File: config.mk
export PLATFORM = sky130hd
export DESIGN_NAME = pcr_regs
export DESIGN_NICKNAME = d
export VERILOG_FILES = /design/src/rtl/pcr_pkg.sv /design/src/rtl/pcr_if.sv /design/src/rtl/pcr_store.sv /design/src/rtl/pcr_regs.sv
export SDC_FILE = /design/constraint.sdc
export NUM_CORES = 1
export LEC_CHECK = 0
export BUFFER_PORTS_ARGS = -buffer_cell sky130_fd_sc_hd__buf_2
export CAP_MARGIN = 20
export CORE_ASPECT_RATIO = 0.8
export CORE_UTILIZATION = 45
export CTS_CLUSTER_SIZE = 10
export DETAILED_ROUTE_END_ITERATION = 10
export PLACE_DENSITY = 0.75
export SYNTH_ARGS = -nofsm -noshare
export SYNTH_HDL_FRONTEND = slang
export SYNTH_SLANG_ARGS = --single-unit
File: constraint.sdc
create_clock -name clk_i -period 2.2 [get_ports clk_i]
set_input_delay 0.44 -clock clk_i [delete_from_list [all_inputs] [get_ports clk_i]]
set_output_delay 0.44 -clock clk_i [all_outputs]
set_load 0.01 [all_outputs]
File: src/rtl/pcr_pkg.sv
// Package for the PHY threshold and control register bank
package pcr_pkg;
   localparam int PCR_ADDR_W = 4;
   localparam int PCR_DATA_W = 16;
   localparam logic [3:0] PCR_IDX_THRESHOLD = 4'h2;
   localparam logic [3:0] PCR_IDX_CONTROL = 4'h3;
   localparam logic [15:0] PCR_THRESHOLD_RESET = 16'h0000;
   localparam logic [15:0] PCR_CONTROL_RESET = 16'h0000;
   localparam int PCR_BIT_RETRANSMIT = 0;
   localparam int PCR_BIT_ACK_SEND = 1;
   localparam int PCR_BIT_CLOCK_GATE = 2;
   localparam logic [31:0] PCR_UNMAPPED_READ = 32'h0000_0000;
   typedef enum logic [1:0] {PCR_IDLE, PCR_ANSWER} pcr_state_e;
endpackage

File: src/rtl/pcr_if.sv
// Write port bundle between bus slave and register store
`timescale 1ns/1ns
interface pcr_if;
   logic wr_thr;
   logic wr_ctl;
   logic [15:0] wdata;
   logic [15:0] thr;
   logic [15:0] ctl;
   modport store (input wr_thr, input wr_ctl, input wdata, output thr, output ctl);
   modport bus (output wr_thr, output wr_ctl, output wdata, input thr, input ctl);
endinterface

File: src/rtl/pcr_store.sv
// Threshold and control register storage with self-clearing strobes
`timescale 1ns/1ns
module pcr_store
   import pcr_pkg::*;
(
   input wire logic clk_i,
   input wire logic rst_i,
   input wire logic ce_i,
   pcr_if.store rif
);
   logic [15:0] thr_reg;
   logic [15:0] ctl_reg;
   logic [15:0] ctl_next;
   logic [15:0] strobe_mask;

   assign strobe_mask = 16'h0003;
   // Strobes drop back one cycle after set; other bits keep their value
   assign ctl_next = rif.wr_ctl ? rif.wdata : (ctl_reg & ~strobe_mask);
   assign rif.thr = thr_reg;
   assign rif.ctl = ctl_reg;

   always_ff @(posedge clk_i or posedge rst_i)
   begin
      if (rst_i)
      begin
         thr_reg <= PCR_THRESHOLD_RESET;
         ctl_reg <= PCR_CONTROL_RESET;
      end
      else if (ce_i)
      begin
         if (rif.wr_thr)
            thr_reg <= rif.wdata;
         ctl_reg <= ctl_next;
      end
   end
endmodule

File: src/rtl/pcr_regs.sv
// Avalon-MM register bank for channel threshold and PHY control
//
// Implementation choice: register access over Avalon-MM.
`timescale 1ns/1ns
module pcr_regs
   import pcr_pkg::*;
(
   input wire logic clk_i,
   input wire logic rst_i,
   input wire logic ce_i,
   input wire logic [5:0] avs_address_i,
   input wire logic avs_read_i,
   input wire logic avs_write_i,
   input wire logic [31:0] avs_writedata_i,
   input wire logic [3:0] avs_byteenable_i,
   output logic [31:0] avs_readdata_o,
   output logic avs_waitrequest_o,
   output logic [15:0] estimation_threshold_value_o,
   output logic retransmit_strobe_o,
   output logic ack_send_strobe_o,
   output logic phy_clock_gate_enable_o
);
   pcr_if rif ();
   pcr_state_e state_reg;
   pcr_state_e state_next;
   logic [31:0] rdata_reg;
   logic [31:0] rdata_next;
   logic [15:0] thr_out_reg;
   logic retx_reg;
   logic ack_reg;
   logic gate_reg;
   logic req;
   logic idle;
   logic [3:0] word_idx;
   logic hit_thr;
   logic hit_ctl;
   logic [15:0] merged_thr;
   logic [15:0] merged_ctl;
   logic [15:0] lane_mask;

   pcr_store u_store (
      .clk_i(clk_i),
      .rst_i(rst_i),
      .ce_i(ce_i),
      .rif(rif)
   );

   // Byte address is four times the register index
   assign word_idx = avs_address_i[5:2];
   assign req = avs_read_i | avs_write_i;
   assign idle = (state_reg == PCR_IDLE);
   assign hit_thr = (word_idx == PCR_IDX_THRESHOLD) && (avs_address_i[1:0] == 2'h0);
   assign hit_ctl = (word_idx == PCR_IDX_CONTROL) && (avs_address_i[1:0] == 2'h0);
   assign lane_mask = {{8{avs_byteenable_i[1]}}, {8{avs_byteenable_i[0]}}};
   assign merged_thr = (avs_writedata_i[15:0] & lane_mask) | (rif.thr & ~lane_mask);
   assign merged_ctl = (avs_writedata_i[15:0] & lane_mask) | (rif.ctl & ~lane_mask);

   // Write takes effect in the idle cycle, answer follows one cycle later
   assign rif.wr_thr = ce_i && idle && avs_write_i && hit_thr;
   assign rif.wr_ctl = ce_i && idle && avs_write_i && hit_ctl;
   assign rif.wdata = hit_thr ? merged_thr : merged_ctl;

   assign rdata_next = hit_thr ? {16'h0000, rif.thr}
      : hit_ctl ? {16'h0000, rif.ctl} : PCR_UNMAPPED_READ;

   always_comb
   begin
      state_next = state_reg;
      case (state_reg)
         PCR_IDLE:
            if (req)
               state_next = PCR_ANSWER;
         PCR_ANSWER:
            state_next = PCR_IDLE;
         default:
            state_next = PCR_IDLE;
      endcase
   end

   always_ff @(posedge clk_i or posedge rst_i)
   begin
      if (rst_i)
      begin
         state_reg <= PCR_IDLE;
         rdata_reg <= 32'h0000_0000;
      end
      else if (ce_i)
      begin
         state_reg <= state_next;
         if (idle && avs_read_i)
            rdata_reg <= rdata_next;
      end
   end

   // Output copies registered so every top output is a flop
   always_ff @(posedge clk_i or posedge rst_i)
   begin
      if (rst_i)
      begin
         thr_out_reg <= PCR_THRESHOLD_RESET;
         retx_reg <= 1'b0;
         ack_reg <= 1'b0;
         gate_reg <= 1'b0;
      end
      else if (ce_i)
      begin
         thr_out_reg <= rif.thr;
         retx_reg <= rif.ctl[PCR_BIT_RETRANSMIT];
         ack_reg <= rif.ctl[PCR_BIT_ACK_SEND];
         gate_reg <= rif.ctl[PCR_BIT_CLOCK_GATE];
      end
   end

   always_ff @(posedge clk_i or posedge rst_i)
   begin
      if (rst_i)
         avs_waitrequest_o <= 1'b1;
      else if (ce_i)
         avs_waitrequest_o <= !(idle && req);
   end

   assign avs_readdata_o = rdata_reg;
   assign estimation_threshold_value_o = thr_out_reg;
   assign retransmit_strobe_o = retx_reg;
   assign ack_send_strobe_o = ack_reg;
   assign phy_clock_gate_enable_o = gate_reg;
endmodule

==> flow_summary_export.csv, run 1 <==
group,metric,value,unit
pwr,power,2.59,mW
layout,drive_gt1_share,49.0,%
synth,synth_top_family_by_area,"multiplexers",
pwr,pwr-share-seq,51.6,%
pwr,ir_drop,0.415,mV
layout,mostFrequentLayoutCells,"68 x dfrtp_1, 64 x buf_2, 35 x mux2_2",
route,dr.first_iter.drc_count,84,
synth,synthArstFlopShare,100,%
synth,synth.cell_area,3050,um2
critical_path,r2r_slack,0.45,ns
global_route,track_usage,18.9,%
pwr,leakagePower,1.98,nW
layout,fin_cells,380,
clocking,insertion_delay,0.34,ns
route,drc,0,
timing,drv_slew,0,
clocking,numCtsBuffers,9,
floorplanning,fp-row-count,26,
timing,finalCriticalPeriod,1.96,ns
layout,diodes,0,
pwr,pwr-share-clk,40.1,%
layout,fin_area,3660,um2
critical_path,arrival,2.19,ns
critical_path,end_kind,"flip-flop",
clocking,cts_root_buf,"clkbuf_8",
synth,ys_seq_area_share,56.6,%
global_route,grt_remaining_overflow,0,
placed_design,dpl.hpwl,4330,um
route,routed_via_density,5.09,
layout,finalNetCount,338,
critical_path,startpoint_type,"input pin",
pwr,power_frac_comb,8.4,%
status,status,"finished clean",
job,maxCapViolCount,0,
clocking,clockBufferDepth,2,
synth,synth-adder-area-share,0,%
timing,hold_viol_final,0,
pwr,p_sw_share,23.2,%
synth,yosys_warnings,0,
clocking,cts_tree,"done",
route,routed_wl,6040,um
critical_path,rr_startpoint,"state_reg[0]",
synth,synth_xor_area_share,0,%
timing,max_freq,510,MHz
floorplanning,ios,99,
global_route,antenna_found_initial,0,
placed_design,port_buffers,64,
timing,period_share,89.1,%
synth,synth-simple-area-share,5.90,%
critical_path,cp_cell_sequence,"buf_2, or4b_1, or4b_1, buf_4, mux2_4",
route,wl_per_cell,15.9,um
floorplanning,dieArea,7120,um2
clocking,h-tree-depth,3,
synth,syn_avg_cell_area,13.9,um2
synth,ys_ff_latch,69,
layout,mostFrequentLayoutCell,"dfrtp_1",
floorplanning,fp.dieW,94.1,um
global_route,grt_first_pass_wirelength,9830,um
route,firstDrtPassIters,4,
timing,setup_viol,0,
critical_path,cp.required,2.43,ns
floorplanning,start_util,47.2,%
critical_path,cp_slowest_stage_delay,0.64,ns
critical_path,path_max_fanout,8,
critical_path,r2r_cells,4,
critical_path,r2r-end,"u_store.rif.ctl[5]",
route,ant_nets,0,
synth,synthMuxAreaShare,25.0,%
timing,layout_setup_ws,0.240,ns
clocking,cts_resized,0,
synth,synthFlopType,"dfrtp_1",
synth,synth_edf_count,0,
timing,rsz0062_at_grt,"no",
global_route,grt_pass1_vias,1926,
placed_design,place_area,3460,um2
critical_path,critPathMostFrequentCell,"or4b_1",
placed_design,dpl.cell_count,364,
synth,yosysUniqueCellTypes,27,
synth,synth-compound-area-share,5.37,%
critical_path,crit_type,"in2reg",
global_route,grt_max_degree,33,
floorplanning,die_h,75.7,um
synth,syn-instance-count,219,
floorplanning,core,6470,um2
placed_design,dp_slack,-0.101,ns
pwr,powerDensity,707,nW/um2
pwr,p_int,1.99,mW
clocking,clock-sinks,69,
clocking,postCtsSetupRepairBufs,0,
placed_design,gp_congestion,0.690,
timing,finClkSkew,0.00412,ns
hold_path,hp-class,"in2async",
critical_path,crit_slowest_cell,"or4b_1",
clocking,cts.clk_slew.worst_paths,0.07,ns
route,vias,1933,
clocking,cts_hold_buf,0,
pwr,switching_power,599,uW
layout,syn_to_final_growth,19.8,%
power by group through the flow:
stage                     clock (mW)  combinational (mW)  sequential [mW]
after CTS                       1.06               0.221             1.33
after global routing            1.11               0.241             1.34
final                           1.04               0.217             1.33
after global placement             0               0.214             1.35
after floorplan                    0               0.147             1.36
after detailed placement           0               0.220             1.36
layout make-up:
type                    instances  area [um2]
fillers                       549        2820
flip-flops and latches         69        1730
multi-input cells             129        1170
repair buffers                 75         428
clock buffers                  12         155
well taps                      84         105
clock inverters                 4        47.5
inverters                       7        26.3
worst max path at each step:
stage,startpoint,end,slack (ns),depth (start not counted)
5_1_grt,avs_address_i[1],avs_readdata_o[1],0.20,5
6_report,avs_address_i[1],u_store.rif.ctl[5],0.24,5
2_1_floorplan,rst_i,ack_send_strobe_o,0.02,1
4_1_cts,avs_address_i[1],u_store.rif.ctl[3],0.25,5
3_5_place_dp,avs_address_i[1],u_store.rif.ctl[3],-0.10,5
3_3_place_gp,avs_address_i[1],u_store.rif.ctl[3],-0.09,5
synth_stat cells (3+ instances only):
library cell  number  area [um2]
mux2i_1           16         160
dfrtp_1           68        1700
mux2_4            14         210
mux2_2            35         394
clkbuf_1           8        30.0
buf_4             16         120
o31ai_1           16         120
buf_2              3        15.0
nand2_1           16        60.1
inv_1              7        26.3
cell families after synthesis:
| group | count (synthesis) |
|---|---|
| muxes | 65 |
| AOI/OAI and AO/OA | 22 |
| and+or+nand+nor | 26 |
| buffers and inverters | 36 |
| other | 1 |
| DFF | 69 |
routing by layer:
layer | global-route usage (%) | vias up | share of wire [%]
met2 | 28.8 | 58 | 46
met4 | 7.86 | 0 | 1.7
li1 | - | 901 | -
met5 | 0 | - | 0
met3 | 5.39 | 11 | 4.7
met1 | 25.8 | 963 | 48
metrics by stage:
| stage | hold WS (ns) | setup TNS (ns) | util [%] |
|---|---|---|---|
| final | 0.116 | 0 | 56.5 |
| after global routing | 0.149 | 0 | 56.5 |
| after CTS | 0.121 | 0 | 56.5 |
| after detailed placement | 0.462 | -2.25 | 53.4 |
| after global placement | 0.457 | -1.36 | 53.4 |
| after floorplan | 0.481 | 0 | - |
critical path: cells and delay by family:
kind	cells	cell delay, ns
buffers and inverters	2	0.29
multiplexers	1	0.30
AND/OR/NAND/NOR	2	1.14
No activity file was read; power rests on OpenSTA's default activity.
==> inputs of run 2 (changes only) <==
--- a/config.mk
+++ b/config.mk
@@ -11,7 +11,7 @@
 export CORE_UTILIZATION = 45
 export CTS_CLUSTER_SIZE = 10
 export DETAILED_ROUTE_END_ITERATION = 10
-export PLACE_DENSITY = 0.75
+export PLACE_DENSITY_LB_ADDON = 0.12
 export SYNTH_ARGS = -nofsm -noshare
 export SYNTH_HDL_FRONTEND = slang
 export SYNTH_SLANG_ARGS = --single-unit
==> flow_summary_export.csv, run 2 (same netlist as run 1, synthesis figures left out) <==
group,metric,value,unit
job,maxCapViolCount,0,
floorplanning,fp.dieW,94.1,um
layout,finalNetCount,338,
clocking,cts_root_buf,"clkbuf_8",
clocking,cts_tree,"done",
timing,rsz0062_at_grt,"no",
route,wl_per_cell,14.9,um
clocking,cts_hold_buf,0,
placed_design,dp_slack,-0.128,ns
clocking,cts.clk_slew.worst_paths,0.07,ns
placed_design,dpl.hpwl,3930,um
timing,hold_viol_final,0,
timing,max_freq,509,MHz
global_route,grt_remaining_overflow,0,
global_route,track_usage,17.8,%
timing,drv_slew,0,
status,status,"finished clean",
critical_path,path_max_fanout,8,
clocking,insertion_delay,0.34,ns
critical_path,cp_slowest_stage_delay,0.64,ns
floorplanning,dieArea,7120,um2
critical_path,crit_slowest_cell,"or4b_1",
clocking,clockBufferDepth,2,
route,routed_via_density,4.96,
floorplanning,core,6470,um2
hold_path,hp-class,"in2async",
placed_design,port_buffers,64,
clocking,postCtsSetupRepairBufs,0,
layout,drive_gt1_share,49.3,%
global_route,antenna_found_initial,0,
critical_path,arrival,2.19,ns
timing,tns,0,ns
critical_path,path_delay_family,"simple AND/OR/NAND/NOR gates",
route,firstDrtPassIters,4,
global_route,grt_first_pass_wirelength,9170,um
timing,setup_viol,0,
timing,finClkSkew,0.00646,ns
placed_design,gp_congestion,0.711,
pwr,leakagePower,2.00,nW
critical_path,crit_type,"in2reg",
layout,fin_area,3680,um2
placed_design,place_area,3440,um2
layout,mostFrequentLayoutCells,"68 x dfrtp_1, 64 x buf_2, 35 x mux2_2",
global_route,grt_pass1_vias,1796,
critical_path,cp.required,2.43,ns
timing,worst_hold_slack,0.189,ns
floorplanning,fp-row-count,26,
route,drc,0,
clocking,cts_resized,0,
floorplanning,ios,99,
timing,worstMarginPinSlew,0.656,ns
timing,slew_headroom,56.2,%
timing,period_share,89.4,%
floorplanning,start_util,47.2,%
timing,layout_setup_ws,0.234,ns
route,dr.first_iter.drc_count,64,
clocking,clock-sinks,69,
layout,nFillCells,533,
pwr,powerDensity,749,nW/um2
placed_design,dpl.cell_count,364,
clocking,h-tree-depth,3,
global_route,grt_max_degree,42,
layout,diodes,0,
layout,fin_cells,380,
critical_path,critPathMostFrequentCell,"or4b_1",
critical_path,end_kind,"flip-flop",
critical_path,cp_cell_sequence,"buf_2, or4b_1, or4b_1, buf_4, mux2_4",
clocking,numCtsBuffers,9,
layout,syn_to_final_growth,20.5,%
floorplanning,die_h,75.7,um
critical_path,critical_path_buf_inv_count,2,
pwr,ir_drop,0.459,mV
layout,mostFrequentLayoutCell,"dfrtp_1",
critical_path,startpoint_type,"input pin",
route,routed_wl,5670,um
timing,finalCriticalPeriod,1.97,ns
pwr,power,2.76,mW
route,vias,1883,
layout,postLayoutCoreUtil,56.9,%
route,ant_nets,0,
-- run 2: cell types whose count changed in the layout (fill, tap and decap cells not counted), sizes merged --
cell and delta:
bufinv +2, clkinv +2, clkbuf -3, clkinvlp -1
-- run 2: worst paths after layout --
path,startpoint,end,slack [ns],cells after the start
max,avs_address_i[1],u_store.rif.ctl[4],0.23,5
min in group clk_i,avs_writedata_i[2],u_store.rif.ctl[2],0.34,2
min reg2reg,avs_readdata_o[2],avs_readdata_o[2],0.48,2
min,rst_i,u_store.rif.thr[10],0.19,2
max in group asynchronous,rst_i,estimation_threshold_value_o[4],1.37,3
max reg2reg,state_reg[0],u_store.rif.ctl[4],0.41,4
-- run 2: cell type report --
class | instances | area, um2 | area share, %
tap | 84 | 105 | 2.86
clock inverter | 7 | 114 | 3.09
multi-input combinational | 129 | 1170 | 31.7
inverter | 7 | 26.3 | 0.714
timing repair buffer | 75 | 415 | 11.3
clock buffer | 9 | 124 | 3.37
sequential | 69 | 1730 | 46.9
-- run 2: per-layer routing --
| metal | up-vias | share of wire [%] | track usage (%) |
|---|---|---|---|
| met4 | 0 | 1.2 | 5.64 |
| met2 | 58 | 41 | 24.4 |
| met3 | 6 | 5.5 | 6.39 |
| met5 | - | 0 | 0 |
| met1 | 922 | 52 | 26.2 |
| li1 | 897 | - | - |
-- run 2: worst register-to-register path: cells and delay by family, from the launching register on --
family	cells	cell delay, ns
muxes	1	0.31
buffers and inverters	1	0.20
and+or+nand+nor	2	0.76
DFF	1	0.41
-- run 2: power breakdown --
group	total (mW)	switching (mW)	internal (mW)
Sequential	1.33	0.0231	1.31
Clock	1.22	0.467	0.748
Combinational	0.211	0.119	0.0918
Total	2.76	0.609	2.15
